**src/shared/adc_seq_defines.svh**
```systemverilog
// What this block does
// - each sequence starts at the pointer (the first channel after a set write) and steps up to the last channel
// - after the last channel the pointer wraps back to the first channel
// - equal first and last channel settings sample that one channel repeatedly
// - per-channel differential bit; a differential low channel claims channel+8
// - per-channel range code from eight: four unipolar, four bipolar
// - start source selectable: software command, on-board timer, external pin
// - software source gives exactly one start per command, about 4 kHz at most
// - timer source paces starts at programmable rates up to 500 kHz
// - external pin edges give starts; the source keeps them at 500 kHz or less
// - software picks rising or falling edge of the start event
// - starts accepted only while the gate pin is high; it idles high
// - gate falling mid-conversion lets the current channel finish all samples
// - after the gate returns, the next start continues at the next channel
// - single mode converts one channel, the next in sequence, per start, except that a start on a claimed channel only skips it
// - scan mode converts the whole set per start, paced at the model rate
// - one oversample count 0..255 shared by every channel of the set
// - each channel visit takes one sample plus the oversample count
// - all oversamples of a channel finish before the pointer advances
// - software can route analog ground or the near-10 V reference to the ADC
// - loaded offset and gain correction applied to every result in real time
`ifndef ADC_SEQ_DEFINES_SVH
`define ADC_SEQ_DEFINES_SVH

// register byte offsets; OFF_CHCFG_HI is matched against address bits 7:6
`define OFF_CTRL      8'h00
`define OFF_CHAN      8'h04
`define OFF_OVERS     8'h08
`define OFF_TMR_DIV   8'h0C
`define OFF_SW_START  8'h10
`define OFF_STATUS    8'h14
`define OFF_CAL_OFF   8'h18
`define OFF_CAL_GAIN  8'h1C
`define OFF_RESULT    8'h20
`define OFF_CHCFG_HI  2'h1

// field positions
`define CTRL_SRC_LSB  0
`define CTRL_FALL_BIT 2
`define CTRL_SCAN_BIT 3
`define CTRL_REF_LSB  4
`define CTRL_CAL_BIT  6
`define CHAN_LAST_LSB 8
`define CHCFG_DIFF    3

// reset values
`define RST_TMR_DIV   32'h0000C350
`define RST_CAL_GAIN  16'h4000
`define RST_CAL_OFF   16'h0000

// timing and gain scaling
`define CLK_KHZ       200000
`define MODEL_KHZ     500
`define TMR_MAX_KHZ   500
`define GAIN_SHIFT    14

`endif

```
**src/shared/adc_seq_pkg.sv**
```systemverilog
package adc_seq_pkg;

  typedef enum logic [1:0] {SRC_SW, SRC_TIMER, SRC_EXT, SRC_NONE} src_t;
  typedef enum logic [1:0] {REF_INPUT, REF_GROUND, REF_HIGH, REF_OFF} ref_t;
  typedef enum logic [1:0] {S_IDLE, S_LAUNCH, S_WAIT, S_PACE} seq_t;

  typedef struct packed {
    logic       start;
    logic [3:0] chan;
    logic       diff;
    logic [2:0] range;
    ref_t       refsel;
  } conv_req_t;

  typedef struct packed {
    logic        valid;
    logic [3:0]  chan;
    logic [11:0] data;
  } result_t;

  typedef struct packed {
    src_t src;
    logic fall;
    logic scan;
    ref_t refsel;
    logic cal_en;
  } ctrl_t;

  typedef struct packed {
    ctrl_t           ctrl;
    logic [3:0]      ch_first;
    logic [3:0]      ch_last;
    logic [7:0]      os_cnt;
    logic [31:0]     tmr_div;
    logic [15:0]     cal_off;
    logic [15:0]     cal_gain;
    logic [15:0][3:0] chcfg;
    logic [7:0]      haddr;
    logic            wr_pend;
    logic [31:0]     hrdata;
    logic            hreadyout;
    logic            hresp;
    logic            sw_req;
    logic [31:0]     tmr_cnt;
    logic            tmr_lvl;
    seq_t            seq;
    logic [3:0]      ptr;
    logic [3:0]      scan_first;
    logic [7:0]      smp_cnt;
    logic [11:0]     pace;
    conv_req_t       conv;
    result_t         res;
    logic            busy;
  } state_t;

endpackage : adc_seq_pkg

```
**src/design/edge_pick.sv**
```systemverilog
`timescale 1ns/1ps
`default_nettype none
module edge_pick (
  input  wire logic hclk,
  input  wire logic hresetn,
  input  wire logic clk_en,
  input  wire logic lvl,
  input  wire logic fall_sel,
  output var  logic pulse
);
  logic prev_r;
  logic prev_nxt;

  // one-cycle pulse on the chosen edge of a synchronous level
  always_comb begin
    prev_nxt = lvl;
    pulse    = fall_sel ? (prev_r & ~lvl) : (~prev_r & lvl);
  end

  always_ff @(posedge hclk or negedge hresetn) begin
    if (!hresetn) begin
      prev_r <= 1'b0;
    end else if (clk_en) begin
      prev_r <= prev_nxt;
    end
  end
endmodule : edge_pick
`default_nettype wire

```
**src/design/adc_seq_ctrl.sv**
```systemverilog
`timescale 1ns/1ps
`default_nettype none
`include "adc_seq_defines.svh"
module adc_seq_ctrl #(
  parameter int MODEL_KHZ = `MODEL_KHZ,
  parameter bit HAS_CAL   = 1'b1
) (
  input  wire logic                   hclk,
  input  wire logic                   hresetn,
  input  wire logic                   clk_en,
  input  wire logic                   hsel,
  input  wire logic [31:0]            haddr,
  input  wire logic [1:0]             htrans,
  input  wire logic                   hwrite,
  input  wire logic [2:0]             hsize,
  input  wire logic [31:0]            hwdata,
  input  wire logic                   hready,
  output var  logic                   hreadyout,
  output var  logic                   hresp,
  output var  logic [31:0]            hrdata,
  input  wire logic                   ext_trig,
  input  wire logic                   start_gate,
  input  wire logic                   adc_done,
  input  wire logic [11:0]            adc_data,
  output var  adc_seq_pkg::conv_req_t conv,
  output var  adc_seq_pkg::result_t   result,
  output var  logic                   busy
);
  // conversion spacing at the model's top rate
  localparam int CONV_CYC = `CLK_KHZ / MODEL_KHZ;
  // timer half period floor keeps the timer at or below its top rate
  localparam int TMR_HALF_MIN = `CLK_KHZ / (2 * `TMR_MAX_KHZ);

  adc_seq_pkg::state_t st_r;
  adc_seq_pkg::state_t st_nxt;
  logic        tmr_edge;
  logic        ext_edge;
  logic        start_evt;
  logic [31:0] rd_word;
  logic [31:0] tmr_half;
  logic [3:0]  ptr_next;
  logic        claimed;
  logic [11:0] corr;

  // timer square wave and external pin share the edge selection
  edge_pick u_tmr_edge (
    .hclk     (hclk),
    .hresetn  (hresetn),
    .clk_en   (clk_en),
    .lvl      (st_r.tmr_lvl),
    .fall_sel (st_r.ctrl.fall),
    .pulse    (tmr_edge)
  );

  edge_pick u_ext_edge (
    .hclk     (hclk),
    .hresetn  (hresetn),
    .clk_en   (clk_en),
    .lvl      (ext_trig),
    .fall_sel (st_r.ctrl.fall),
    .pulse    (ext_edge)
  );

  // offset then gain, saturated to the 12-bit code range
  function automatic logic [11:0] correct(input logic [11:0] raw,
                                          input logic [15:0] off,
                                          input logic [15:0] gain);
    logic signed [17:0] dif;
    logic signed [34:0] prod;
    logic signed [20:0] sc;
    dif  = $signed({6'h00, raw}) - $signed({{2{off[15]}}, off});
    prod = dif * $signed({1'b0, gain});
    sc   = prod[34:`GAIN_SHIFT];
    if (sc < 0) begin
      return 12'h000;
    end else if (sc > 21'sd4095) begin
      return 12'hFFF;
    end else begin
      return sc[11:0];
    end
  endfunction : correct

  // register read mux, decoded in the address phase
  always_comb begin
    rd_word = 32'h00000000;
    if (haddr[7:0] == `OFF_CTRL) begin
      rd_word[1:0] = st_r.ctrl.src;
      rd_word[`CTRL_FALL_BIT] = st_r.ctrl.fall;
      rd_word[`CTRL_SCAN_BIT] = st_r.ctrl.scan;
      rd_word[`CTRL_REF_LSB +: 2] = st_r.ctrl.refsel;
      rd_word[`CTRL_CAL_BIT] = st_r.ctrl.cal_en;
    end else if (haddr[7:0] == `OFF_CHAN) begin
      rd_word[3:0] = st_r.ch_first;
      rd_word[`CHAN_LAST_LSB +: 4] = st_r.ch_last;
    end else if (haddr[7:0] == `OFF_OVERS) begin
      rd_word[7:0] = st_r.os_cnt;
    end else if (haddr[7:0] == `OFF_TMR_DIV) begin
      rd_word = st_r.tmr_div;
    end else if (haddr[7:0] == `OFF_STATUS) begin
      rd_word[0] = st_r.busy;
      rd_word[1] = start_gate;
      rd_word[7:4] = st_r.ptr;
      rd_word[15:8] = st_r.smp_cnt;
    end else if (haddr[7:0] == `OFF_CAL_OFF) begin
      rd_word[15:0] = st_r.cal_off;
    end else if (haddr[7:0] == `OFF_CAL_GAIN) begin
      rd_word[15:0] = st_r.cal_gain;
    end else if (haddr[7:0] == `OFF_RESULT) begin
      rd_word[11:0] = st_r.res.data;
      rd_word[19:16] = st_r.res.chan;
    end else if (haddr[7:6] == `OFF_CHCFG_HI) begin
      rd_word[3:0] = st_r.chcfg[haddr[5:2]];
    end
  end

  // sequencing helpers
  always_comb begin
    // wrap from the last channel back to the first
    ptr_next = (st_r.ptr == st_r.ch_last) ? st_r.ch_first
                                          : st_r.ptr + 4'h1;
    // an upper channel whose low partner is differential is skipped
    claimed = st_r.ptr[3] & st_r.chcfg[{1'b0, st_r.ptr[2:0]}][`CHCFG_DIFF];
    tmr_half = (st_r.tmr_div < 32'(TMR_HALF_MIN)) ? 32'(TMR_HALF_MIN)
                                                  : st_r.tmr_div;
    corr = (HAS_CAL && st_r.ctrl.cal_en)
           ? correct(adc_data, st_r.cal_off, st_r.cal_gain)
           : adc_data;
    // source select, then the gate
    start_evt = start_gate & (
                ((st_r.ctrl.src == adc_seq_pkg::SRC_SW) & st_r.sw_req) |
                ((st_r.ctrl.src == adc_seq_pkg::SRC_TIMER) & tmr_edge) |
                ((st_r.ctrl.src == adc_seq_pkg::SRC_EXT) & ext_edge));
  end

  // next-state logic
  always_comb begin
    logic adv;
    adv = 1'b0;
    st_nxt = st_r;
    st_nxt.conv.start = 1'b0;
    st_nxt.res.valid = 1'b0;
    st_nxt.sw_req = 1'b0;
    st_nxt.hreadyout = 1'b1;
    st_nxt.hresp = 1'b0;
    st_nxt.wr_pend = 1'b0;

    // bus data phase: write lands one cycle after the address phase
    if (st_r.wr_pend) begin
      if (st_r.haddr == `OFF_CTRL) begin
        st_nxt.ctrl.src = adc_seq_pkg::src_t'(hwdata[1:0]);
        st_nxt.ctrl.fall = hwdata[`CTRL_FALL_BIT];
        st_nxt.ctrl.scan = hwdata[`CTRL_SCAN_BIT];
        st_nxt.ctrl.refsel =
          adc_seq_pkg::ref_t'(hwdata[`CTRL_REF_LSB +: 2]);
        st_nxt.ctrl.cal_en = hwdata[`CTRL_CAL_BIT];
      end else if (st_r.haddr == `OFF_CHAN) begin
        st_nxt.ch_first = hwdata[3:0];
        st_nxt.ch_last = hwdata[`CHAN_LAST_LSB +: 4];
        // a new set restarts at its first channel when idle
        if (st_r.seq == adc_seq_pkg::S_IDLE) begin
          st_nxt.ptr = hwdata[3:0];
          st_nxt.smp_cnt = 8'h00;
        end
      end else if (st_r.haddr == `OFF_OVERS) begin
        st_nxt.os_cnt = hwdata[7:0];
      end else if (st_r.haddr == `OFF_TMR_DIV) begin
        st_nxt.tmr_div = hwdata;
      end else if (st_r.haddr == `OFF_SW_START) begin
        st_nxt.sw_req = 1'b1;
      end else if (st_r.haddr == `OFF_CAL_OFF) begin
        st_nxt.cal_off = hwdata[15:0];
      end else if (st_r.haddr == `OFF_CAL_GAIN) begin
        st_nxt.cal_gain = hwdata[15:0];
      end else if (st_r.haddr[7:6] == `OFF_CHCFG_HI) begin
        st_nxt.chcfg[st_r.haddr[5:2]] = hwdata[3:0];
      end
    end

    // bus address phase; zero wait states, unmapped reads give zero
    if (hsel && htrans[1] && hready) begin
      st_nxt.haddr = haddr[7:0];
      st_nxt.wr_pend = hwrite;
      if (!hwrite) begin
        st_nxt.hrdata = rd_word;
      end
    end

    // timer: square wave whose chosen edge is the start event
    if (st_r.ctrl.src == adc_seq_pkg::SRC_TIMER) begin
      if (st_r.tmr_cnt >= tmr_half - 32'h1) begin
        st_nxt.tmr_cnt = 32'h0;
        st_nxt.tmr_lvl = ~st_r.tmr_lvl;
      end else begin
        st_nxt.tmr_cnt = st_r.tmr_cnt + 32'h1;
      end
    end else begin
      st_nxt.tmr_cnt = 32'h0;
    end

    // pacing counter runs from each conversion start
    if (st_r.pace != 12'h000) begin
      st_nxt.pace = st_r.pace - 12'h001;
    end

    case (st_r.seq)
      adc_seq_pkg::S_IDLE: begin
        // starts arriving while busy are dropped, not queued
        if (start_evt) begin
          st_nxt.seq = adc_seq_pkg::S_LAUNCH;
          st_nxt.scan_first = st_r.ptr;
          st_nxt.smp_cnt = 8'h00;
        end
      end
      adc_seq_pkg::S_LAUNCH: begin
        if (claimed) begin
          adv = 1'b1;
        end else begin
          st_nxt.conv.start = 1'b1;
          st_nxt.conv.chan = st_r.ptr;
          st_nxt.conv.diff = ~st_r.ptr[3] &
                             st_r.chcfg[st_r.ptr][`CHCFG_DIFF];
          st_nxt.conv.range = st_r.chcfg[st_r.ptr][2:0];
          st_nxt.conv.refsel = st_r.ctrl.refsel;
          st_nxt.pace = 12'(CONV_CYC - 1);
          st_nxt.seq = adc_seq_pkg::S_WAIT;
        end
      end
      adc_seq_pkg::S_WAIT: begin
        if (adc_done) begin
          st_nxt.res.valid = 1'b1;
          st_nxt.res.chan = st_r.ptr;
          st_nxt.res.data = corr;
          // one initial sample plus the oversample count
          if (st_r.smp_cnt != st_r.os_cnt) begin
            st_nxt.smp_cnt = st_r.smp_cnt + 8'h01;
            st_nxt.seq = adc_seq_pkg::S_PACE;
          end else begin
            adv = 1'b1;
          end
        end
      end
      adc_seq_pkg::S_PACE: begin
        if (st_r.pace == 12'h000) begin
          st_nxt.seq = adc_seq_pkg::S_LAUNCH;
        end
      end
      default: begin
        st_nxt.seq = adc_seq_pkg::S_IDLE;
      end
    endcase

    // channel done: step the pointer, continue only for a live scan
    if (adv) begin
      st_nxt.smp_cnt = 8'h00;
      st_nxt.ptr = ptr_next;
      // gate low stops here, after the whole channel is done
      if (st_r.ctrl.scan && ptr_next != st_r.scan_first &&
          start_gate) begin
        st_nxt.seq = adc_seq_pkg::S_PACE;
      end else begin
        st_nxt.seq = adc_seq_pkg::S_IDLE;
      end
    end

    st_nxt.busy = (st_nxt.seq != adc_seq_pkg::S_IDLE);
  end

  // the one state register; clk_en low freezes everything
  always_ff @(posedge hclk or negedge hresetn) begin
    if (!hresetn) begin
      st_r <= '0;
      st_r.tmr_div <= `RST_TMR_DIV;
      st_r.cal_off <= `RST_CAL_OFF;
      st_r.cal_gain <= `RST_CAL_GAIN;
      st_r.hreadyout <= 1'b1;
      st_r.seq <= adc_seq_pkg::S_IDLE;
    end else if (clk_en) begin
      st_r <= st_nxt;
    end
  end

  // outputs straight from the state register
  always_comb begin
    hreadyout = st_r.hreadyout;
    hresp = st_r.hresp;
    hrdata = st_r.hrdata;
    conv = st_r.conv;
    result = st_r.res;
    busy = st_r.busy;
  end

endmodule : adc_seq_ctrl
`default_nettype wire

```
**config.mk**
```make
export PLATFORM = sky130hd
export DESIGN_NAME = adc_seq_ctrl
export DESIGN_NICKNAME = d
export VERILOG_FILES = /design/src/shared/adc_seq_pkg.sv /design/src/design/edge_pick.sv /design/src/design/adc_seq_ctrl.sv
export VERILOG_INCLUDE_DIRS = /design/src /design/src/shared
export SDC_FILE = /design/constraint.sdc
export NUM_CORES = 1
export LEC_CHECK = 0
export BUFFER_PORTS_ARGS = -buffer_cell sky130_fd_sc_hd__buf_2
export CAP_MARGIN = 20
export CELL_PAD_IN_SITES_DETAIL_PLACEMENT = 0
export CELL_PAD_IN_SITES_GLOBAL_PLACEMENT = 1
export CORE_MARGIN = 2
export CORE_UTILIZATION = 46
export DETAILED_ROUTE_END_ITERATION = 10
export PLACE_DENSITY = 0.83
export SYNTH_ARGS = -nofsm -noshare
export SYNTH_HDL_FRONTEND = slang
export SYNTH_SLANG_ARGS = --single-unit
```
**constraint.sdc**
```tcl
create_clock -name hclk -period 24.2 [get_ports hclk]
set_input_delay 3.63 -clock hclk [delete_from_list [all_inputs] [get_ports hclk]]
set_output_delay 3.63 -clock hclk [all_outputs]
set_load 0.01 [all_outputs]
```
==> Word level (Yosys, flattened, before mapping) <==
Index checks and enable logic that the tools add are counted.
{ "totals": {"output_inout_bits": 63, "inputBits": 90, "elab_cells": 228, "ff_bits": 287} }
{ "classes": {"n_reduce_logical": 29, "n_lt_le_gt_ge": 9, "add_sub_neg": 6, "muxes": 84, "eq_ne": 24, "mul": 1, "bitwise": 26} }
{ "op_table": {"columns": ["op", "n"], "rows": [
  ["$mux 32", 4],
  ["$mux 16", 6],
  ["$mux 12", 7],
  ["$mux 8", 10],
  ["$mux 4", 19],
  ["$bwmux 64", 1],
  ["$eq 8x5->1 const B", 6],
  ["$mux 23", 2],
  ["$mux 20", 2],
  ["$mul 17x17->34", 1],
  ["$mux 17", 2],
  ["$mux 33", 1],
  ["$add 32x1->32 const B", 1],
  ["$bmux 4 s4", 2],
  ["$eq 8x4->1 const B", 4],
  ["$ge 32x32->1", 1],
  ["$lt 32x8->1 const B", 1],
  ["$sub 32x1->32 const B", 1],
  ["$mux 25", 1],
  ["$mux 24", 1],
  ["$gt 20x13->1 const B", 1],
  ["$lt 20x1->1 const B", 1],
  ["$reduce_and 3->1", 6],
  ["$sub 13x16->17", 1],
  ["39 further kinds", 97]
]} }

==> Longest topological paths before layout <==
Gate-level depths: netlist of run 1.
{ "depth": {"ltp_word": 18, "depth_mapped": 34, "ltp_nobuf": 33} }

==> Hierarchy <==
A second synthesis of run 1 with hierarchy kept.
{ "hier_totals": {"cells_unflattened": 2781, "hier_area_um2": 27137.3} }
{ "modules_own_cells": {"columns": ["mod", "seq_area_each_um2", "cells_each", "area_per_inst_um2", "instances"], "rows": [
  ["adc_seq_ctrl", 7140.6, 2771, 27012.2, 1],
  ["edge_pick", 25.0, 5, 62.6, 2]
]} }

==> Worst setup path after synthesis of run 1 <==
OpenSTA, ideal clock, no wires.
{ "synth_path": {"path_kind": "input-to-reg", "startpoint": "in adc_data[0]", "endpoint": "reg st_r, in the netlist result[1]", "n_path_buf": 3, "slack_ns": 12.413, "arrival_ns": 11.661, "stages": 33, "cell_sequence": "inv_1 ha_1 fa_1 o21ai_0 a21oi_1 o21bai_1 a31o_2 a41oi_1 a21oi_1 a21oi_1 clkbuf_1 and2_1 fa_1 fa_1 clkbuf_1 xnor2_1 xnor2_1 fa_1 fa_1 inv_1 fa_1 inv_1 ha_1 clkbuf_1 a211oi_1 o22ai_1 nor4_1 nor2_1 a2111o_1 o211a_1 a2111oi_4 nand3_1 a221o_1"} }
{ "synth_between": {"elab_chain_cells": 6, "word_cells_on_any_way": 7, "classes_between": "add/sub (1); mul (1); order compare (2); mux (3)"} }
{ "synth_lines": {"columns": ["element", "line", "source"], "rows": [
  ["start, declared", "adc_seq_ctrl.sv:24", "input wire logic [11:0] adc_data,"],
  ["$sub 13x16->17 *", "adc_seq_ctrl.sv:71", "dif = $signed({6'h00, raw}) - $signed({{2{off[15]}}, off});"],
  ["$mul 17x17->34 *", "adc_seq_ctrl.sv:72", "prod = dif * $signed({1'b0, gain});"],
  ["$gt 20x13->1", "adc_seq_ctrl.sv:76", "end else if (sc > 21'sd4095) begin"],
  ["$mux 12", "adc_seq_ctrl.sv:76", null],
  ["$mux 12 *", "adc_seq_ctrl.sv:74", "if (sc < 0) begin"],
  ["$mux 12 *", "adc_seq_ctrl.sv:126", "? correct(adc_data, st_r.cal_off, st_r.cal_gain)"],
  ["end signal, assigned", "adc_seq_ctrl.sv:278", "st_r <= st_nxt;"],
  ["end, declared", "adc_seq_ctrl.sv:34", "adc_seq_pkg::state_t st_r;"]
]} }
Every way passes the cells marked *; elsewhere a longest branch is shown, timed or not.
A chain may end at the register's enable or synchronous reset.

==> Final worst setup path of run 1 <==
{ "layout_path": {"startpoint": "in adc_data[1]", "endpoint": "reg st_r, in the netlist result[11]"} }
Same word-level chain as after synthesis.

==> results.ini, run 1 <==
[power_and_ir_drop]
swShare_pct=34.60
p_clk_share_pct=32.4
pwr-share-comb_pct=27.1
p_int_mw=0.9356
power.static_leakage_nw=14.46
vdd_drop_max_mv=0.06344
p_switching_mw=0.4950
seq_power_share_pct=40.5
power_density_nw_per_um2=49.19

[timing]
finClkSkew_ns=0.06265
hold_viol=0
fin_tns_setup_ns=0
worst-slew-pin-transition_ns=1.119
post-route-min-period_ns=13.13
fin_hold_ws_ns=0.4724
setup_viol=0
maxSlewViolCount=0
fmax_mhz=76.18
rsz0062_at_grt=false
min_period_over_period_pct=54.24
slew_headroom_pct=25.00
fin_ws_ns=11.07

[critical_path]
start_kind=input pin
timing.critical_path.mode_cell=fa_1
criticalPathCategory=in2reg
worst_setup_path_end_kind=register
worst-path-max-fanout=16
arrival_ns=13.55
crit_required_ns=24.62
worst_path_max_delay_cell=xnor2_2
ff2ff_setup_slack_ns=13.74
max_stage_delay_ns=0.81

[routing]
wl_per_cell_um=20.10
drtPass1Iterations=5
postRouteAntennaNets=0
totalWireLength_um=71490
vias=20241
viasPerCell=5.692
drtIter0Drc=1313
drc=0

[cts]
htree_levels=1
insertion_delay_ns=0.62
clock_tree.buffer_depth=3
cts_resized=0
cts_hold_buf=0
cts_tree=yes
clockRootBuffer=clkbuf_16
cts.clk_slew.worst_paths_ns=0.06
post_cts.repair.setup_buffers=0
cts.sinks=287
cts_buffers=30

[floorplan]
row_count=88
fp.coreArea_um2=57920
initial_utilization_pct=46.77
die_w_um=246.7
die_y_um=246.7
pin_count=153
dieArea_um2=60840

[global_routing]
grt_max_degree=132
overflow=0
grt_pass1_wl_um=116300
antenna_found_initial=2
grt_pass1_vias=21282
grt_usage_pct=24.25

[final_layout]
final_layout_size_suffix_gt1_share_pct=15.84
synthToLayoutAreaGrowth_pct=7.381
final_util_pct=50.22
nets=3269
stdcell_count=3556

[flow_run]
maxCapViolCount=0

[run_status]
status=finished, final reports clean

[logic_synthesis]
synth_common_cells=inv_1, nand2_1, dfrtp_1, fa_1, mux2_2
synth_fp_nets=3275
synth_top_cell_by_area=dfrtp_1
ys_seq_area_share_pct=26.55
syn-instance-count=2774
syn_area_um2=27090
async_flop_share_pct=100.0
yosysTopAreaCellShare_pct=25.87
yosys_warnings=0
synth-edff-count=0
synthTopCellsByArea=dfrtp_1, fa_1, mux2_2
ys_seq_elements=287
ys_types=87
synth.most_common_cell=inv_1
avgSynthCellArea_um2=9.765
synth_ff_type=dfrtp_1

[placed_design]
dp_hpwl_um=54590
pre_cts_ws_ns=10.44
port_buffers=122
gp_congestion=0.9058
dp_cells=3494

[hold_path]
hold_path.class=reg2reg

logic make-up after synthesis:
group	count (synthesis)	share of synthesized area [%]
other cells	2	0.02773
flops	287	26.55
fa+ha+maj	416	26.71
simple gates	769	14.22
buf+inv	585	9.012
mux	220	10.70
compound gates	394	9.493
xor+xnor	101	3.293
metrics by stage:
stage | instance area, µm² | total power, mW
floorplan | 27090 | 0.8462
global placement | 27980 | 0.9556
detailed placement | 27980 | 0.9692
CTS | 28960 | 1.435
global route | 29090 | 1.504
finish | 29090 | 1.431
sequential cells by signal, summed over array words and instances, names as in the netlist:
register and count:
hrdata 32, u_tmr_edge.prev_r 1, result 17, conv 11, u_ext_edge.prev_r 1, busy 1
st_r 224
layout by cell type, fill, tap and decap left out, types with 27 or more instances in the layout:
master     synthesis  layout
buf_2              1     122
ha_1             139     139
nand2_1          310     310
dfrtp_1          280     280
inv_1            396     396
a21oi_1           75      75
clkbuf_16          0      30
nor2b_1           36      36
o21ai_0          130     130
a21o_1            43      43
and2_1           123     123
and3_1            27      27
fa_1             272     272
mux2_2           167     167
xor2_1            27      27
nor3_1            37      35
nor2_1            79      78
mux4_2            39      39
xnor2_1           73      63
nand3_1           51      50
power groups by stage:
stage	Combinational [mW]	Clock [mW]	Sequential, mW
after global routing	0.427	0.493	0.584
after global placement	0.373	0	0.583
after detailed placement	0.384	0	0.586
final	0.387	0.464	0.579
after floorplan	0.292	0	0.554
after CTS	0.386	0.473	0.577
critical path: cells and delay by family:
| kind | cells | cell delay [ns] |
|---|---|---|
| AOI/OAI and AO/OA | 15 | 4.75 |
| adders and majority gates | 8 | 3.76 |
| xor gates and xnor gates | 1 | 0.81 |
| and+or+nand+nor | 2 | 0.31 |
| buffers and inverters | 4 | 0.27 |
area by class of cell:
cell class	instances	area, µm²
flip-flops and latches	287	7191
clock inverters	7	97.59
fillers	5333	28830
inverters	396	1486
repair buffers	151	910.9
well taps	765	957.2
clock buffers	47	884.6
diodes	1	2.502
multi-input cells	1902	17560
layer usage:
metal	vias to the layer above	share of wire [%]	GRT usage [%]
li1	9099	-	-
met1	10339	42	32.47
met2	676	49	40.46
met3	127	6.8	3.755
met4	0	2.9	7.672
met5	-	0	0
path summary, 6_finish.rpt:
path	from	endpoint	depth (start not counted)
min reg2reg	hrdata[17]	hrdata[17]	2
max	adc_data[1]	result[11]	30
min in group asynchronous	hresetn	st_r[32]	1
max in group asynchronous	hresetn	hrdata[29]	2
max reg2reg	st_r[217]	result[11]	30
min	hrdata[17]	hrdata[17]	2
(Power assumes the default switching activity.)
==> run 2, diff against run 1 <==
==> constraint.sdc (replaced) <==
create_clock -name hclk -period 12.35 [get_ports hclk]
set_input_delay 1.8525 -clock hclk [delete_from_list [all_inputs] [get_ports hclk]]
set_output_delay 1.8525 -clock hclk [all_outputs]
set_load 0.01 [all_outputs]
==> run 2 against run 1 <==
  * Clock power up 94%
  * First-iteration DRC count up 12%
  * Combinational power up 97%
  * Register-to-register slack worse by 11 ns
  * Critical path type unchanged
==> results.ini, run 2 (synthesized netlist as in run 1, its figures left out) <==
[cts]
post_cts.repair.setup_buffers=0
clockRootBuffer=clkbuf_16
htree_levels=1
cts.sinks=287
cts_hold_buf=0
cts_resized=0
clock_tree.buffer_depth=3
insertion_delay_ns=0.60
cts_tree=yes
cts_buffers=30
cts.clk_slew.worst_paths_ns=0.06

[critical_path]
worst_path_max_delay_cell=xnor2_1
startpoint=adc_data[0]
rr_startpoint=st_r[216]
worst-path-max-fanout=23
crit_required_ns=12.78
worst_setup_path_end_kind=register
criticalPathCategory=in2reg
arrival_ns=11.40
start_kind=input pin
timing.critical_path.mode_cell=fa_1
max_stage_delay_ns=0.80

[hold_path]
hp-start=result[16]
hold_path.class=reg2reg

[timing]
min_period_over_period_pct=88.82
fmax_mhz=91.17
slew_headroom_pct=20.58
rsz0062_at_grt=false
fin_tns_setup_ns=0
worst-slew-pin-transition_ns=1.183
maxSlewViolCount=0
hold_viol=0
setup_viol=0
post-route-min-period_ns=10.97
finClkSkew_ns=0.04687

[final_layout]
final_layout_size_suffix_gt1_share_pct=15.96
stdcell_count=3562
multi_input_area_um2=17530
design_area_um2=29090
final_common_cell=inv_1
regMostFlops=st_r
layout_common_cells=inv_1, nand2_1, dfrtp_1
synthToLayoutAreaGrowth_pct=7.381
fill_cells=5294
final-seq-area_um2=7191
largest_reg_flops=224
nets=3275

[flow_run]
maxCapViolCount=0

[placed_design]
dp_cells=3503
place_area_um2=28010
dp_hpwl_um=54750
port_buffers=122
gp_congestion=0.9146

[floorplan]
fp.coreArea_um2=57920
dieArea_um2=60840
die_y_um=246.7
initial_utilization_pct=46.77
pin_count=153
die_w_um=246.7
row_count=88

[global_routing]
antenna_found_initial=2
grt_pass1_wl_um=116200
overflow=0
grt_usage_pct=24.25
grt_pass1_vias=21168
grt_max_degree=137

[routing]
drtIter0Drc=1477
vias=20326
drtPass1Iterations=5
postRouteAntennaNets=0
viasPerCell=5.706
wl_per_cell_um=20.18
totalWireLength_um=71870
drc=0

[power_and_ir_drop]
vdd_drop_max_mv=0.1138
power_density_nw_per_um2=96.12
power.static_leakage_nw=14.47

[run_status]
status=finished, final reports clean

## run 2: changes by cell type in the layout (fill, tap and decap cells not counted), sizes merged
| cell | previous run | this run |
|---|---|---|
| clkinv | 3 | 5 |
| diode | 1 | 2 |
| inv | 398 | 397 |
| clkinvlp | 1 | 2 |
| clkbuf | 47 | 44 |
| buf | 151 | 157 |
## run 2: area by class of cell
| type | count | area share [%] |
|---|---|---|
| multi-input combinational | 1902 | 60.26 |
| sequential | 287 | 24.72 |
| inverter | 396 | 5.110 |
| tap | 765 | 3.291 |
| timing repair buffer | 157 | 3.231 |
| clock buffer | 44 | 3.003 |
| clock inverter | 9 | 0.3699 |
| antenna | 2 | 0.01721 |
## run 2: worst paths after layout
kind | end | slack (ns) | cells after the start
worst max-delay path | result[10] | 1.38 | 32
worst min-delay path | result[16] | 0.48 | 1
worst max register to register | result[10] | 2.44 | 30
worst min register to register | result[16] | 0.48 | 1
max in group asynchronous | st_r[46] | 9.35 | 2
min in group asynchronous | st_r[32] | 1.40 | 1
## run 2: layer usage
layer | share of wire (%) | vias up | global-route usage [%]
met5 | 0 | - | 0
met4 | 3.1 | 0 | 7.849
met3 | 7.0 | 143 | 3.267
met2 | 49 | 719 | 40.80
met1 | 41 | 10369 | 32.44
li1 | - | 9095 | -
## run 2: power breakdown
group,switching [mW],internal (mW)
clock,0.388,0.512
sequential,0.114,1.02
combinational,0.464,0.298
## run 2: worst max-delay path: cells and delay by family
family	cells	cell delay, ns
AO/OA/AOI/OAI	14	3.53
XOR/XNOR	2	1.03
adder cells (fa/ha/maj)	8	3.57
buffers and inverters	5	0.58
AND/OR/NAND/NOR	3	0.81
## run 2: metrics by stage
| stage | worst slack, ns | hold slack, ns | power [mW] | util [%] |
|---|---|---|---|---|
| final | 1.381 | 0.4753 | 2.796 | 50.22 |
| after floorplan | 2.340 | 0.4480 | 1.658 | - |
| after detailed placement | 0.8572 | 0.4640 | 1.897 | 48.37 |
| after global placement | 0.9900 | 0.4563 | 1.869 | 48.37 |
| after CTS | 1.436 | 0.4789 | 2.803 | 50.06 |
| after global routing | 0.9081 | 0.5104 | 2.932 | 50.22 |
==> run 3, diff against run 2 <==
--- a/config.mk
+++ b/config.mk
@@ -7,13 +7,11 @@
 export NUM_CORES = 1
 export LEC_CHECK = 0
 export BUFFER_PORTS_ARGS = -buffer_cell sky130_fd_sc_hd__buf_2
-export CAP_MARGIN = 20
-export CELL_PAD_IN_SITES_DETAIL_PLACEMENT = 0
-export CELL_PAD_IN_SITES_GLOBAL_PLACEMENT = 1
+export CAP_MARGIN = 30
 export CORE_MARGIN = 2
 export CORE_UTILIZATION = 46
 export DETAILED_ROUTE_END_ITERATION = 10
-export PLACE_DENSITY = 0.83
+export PLACE_DENSITY = 0.69
 export SYNTH_ARGS = -nofsm -noshare
 export SYNTH_HDL_FRONTEND = slang
 export SYNTH_SLANG_ARGS = --single-unit
==> run 3 against run 2 <==
  * Sequential cell count unchanged
  * Die area unchanged
  * Combinational power decreased by 0.5%
  * Sequential power about the same
  * Final area increased by 0.46%
  * Setup slack improved by 0.20 ns
  * Fmax increased by 1.9%
  * First-iteration DRC count increased by 9.7%
  * Sequential share of layout area decreased by 0.11 points
  * Power increased by 2.3%
  * Register-to-register slack improved by 0.09 ns
==> results.ini, run 3 (synthesized netlist as in run 1, its figures left out) <==
[power_and_ir_drop]
power_density_nw_per_um2=97.91
vdd_drop_max_mv=0.1069
power.static_leakage_nw=14.56

[global_routing]
grt_pass1_vias=21429
grt_max_degree=134
antenna_found_initial=3
grt_usage_pct=24.08
grt_pass1_wl_um=115700
overflow=0

[critical_path]
worst_path_max_delay_cell=a2111oi_0
criticalPathCategory=in2reg
timing.critical_path.mode_cell=fa_1
worst_setup_path_end_kind=register
max_stage_delay_ns=0.68
critPathTopFamily=adder cells
start_kind=input pin
arrival_ns=11.31
crit_buf_inv=5
crit_required_ns=12.90
worst-path-max-fanout=16

[timing]
fin_hold_ws_ns=0.4724
setup_viol=0
slew_headroom_pct=29.96
worst-slew-pin-transition_ns=1.049
hold_viol=0
rsz0062_at_grt=false
fin_tns_setup_ns=0
post-route-min-period_ns=10.77
min_period_over_period_pct=87.18
finClkSkew_ns=0.05804
maxSlewViolCount=0
fmax_mhz=92.88

[cts]
clockRootBuffer=clkbuf_16
cts.sinks=287
clock_tree.buffer_depth=3
post_cts.repair.setup_buffers=0
cts_resized=0
cts.clk_slew.worst_paths_ns=0.07
cts_hold_buf=0
cts_tree=yes
insertion_delay_ns=0.61
htree_levels=1
cts_buffers=30

[flow_run]
maxCapViolCount=0

[routing]
totalWireLength_um=71680
viasPerCell=5.727
drc=0
postRouteAntennaNets=0
drtIter0Drc=1620
wl_per_cell_um=20.07
drtPass1Iterations=6
vias=20456

[final_layout]
final_common_cell=inv_1
nets=3283
multi_input_area_um2=17510
final-seq-area_um2=7191
fill_cells=5247
layout_common_cells=inv_1, nand2_1, dfrtp_1
final_layout_size_suffix_gt1_share_pct=16.25
regMostFlops=st_r
synthToLayoutAreaGrowth_pct=7.876
largest_reg_flops=224

[placed_design]
port_buffers=122
dp_hpwl_um=54660
gp_congestion=0.9128

[floorplan]
dieArea_um2=60840
die_y_um=246.7
pin_count=153
fp.coreArea_um2=57920
die_w_um=246.7
initial_utilization_pct=46.77
row_count=88

[run_status]
status=finished, final reports clean

[hold_path]
hold_path.class=reg2reg

-- run 3: through the flow --
| stage | instance area, µm² | setup WS [ns] | power (mW) | std cells | utilization (%) |
|---|---|---|---|---|---|
| finish | 29220 | 1.583 | 2.861 | 3572 | 50.45 |
| global route | 29220 | 1.033 | 2.999 | 3571 | 50.45 |
| CTS | 29200 | 1.685 | 2.865 | 3570 | 50.42 |
| detailed placement | 28130 | 1.092 | 1.899 | 3514 | 48.58 |
| global placement | 28020 | 1.114 | 1.866 | 3507 | 48.39 |
| floorplan | 27090 | 2.340 | 1.658 | 2774 | - |
-- run 3: worst min-delay path: cells and delay by family (launching register included) --
family | cells | cell delay, ns
DFF | 1 | 0.34
and+or+nand+nor | 1 | 0.04
AOI/OAI and AO/OA | 1 | 0.05
-- run 3: where the power goes --
| group | internal [mW] | switching (mW) | leakage, nW |
|---|---|---|---|
| logic | 0.300 | 0.458 | 10.2 |
| registers | 1.02 | 0.119 | 3.83 |
| clock network | 0.571 | 0.393 | 0.526 |
| total | 1.89 | 0.970 | 14.6 |
-- run 3: final cells by class --
class                           instances  share of cell area [%]
Timing Repair Buffer                  165                   3.451
Tap cell                              765                   3.276
Antenna cell                            1                0.008564
Clock inverter                         11                  0.5524
Clock buffer                           45                   3.104
Sequential cell                       287                   24.61
Inverter                              396                   5.087
Multi-Input combinational cell       1902                   59.91
-- run 3: layer usage --
layer / track usage (%) / part of all wire (%)
met5: 0 / 0
met4: 8.522 / 3.5
met3: 3.126 / 7.0
met2: 41.01 / 49
met1: 31.58 / 40
-- run 3: path summary, 6_finish.rpt --
| check | slack, ns | start | cells past startpoint | to |
|---|---|---|---|---|
| worst max-delay path | 1.58 | adc_data[0] | 31 | result[4] |
| worst min-delay path | 0.47 | hrdata[24] | 2 | hrdata[24] |
| worst max register to register | 2.53 | st_r[217] | 30 | result[11] |
| worst min register to register | 0.47 | hrdata[24] | 2 | hrdata[24] |
| max in group asynchronous | 9.43 | hresetn | 2 | st_r[211] |
| min in group asynchronous | 1.33 | hresetn | 1 | st_r[33] |
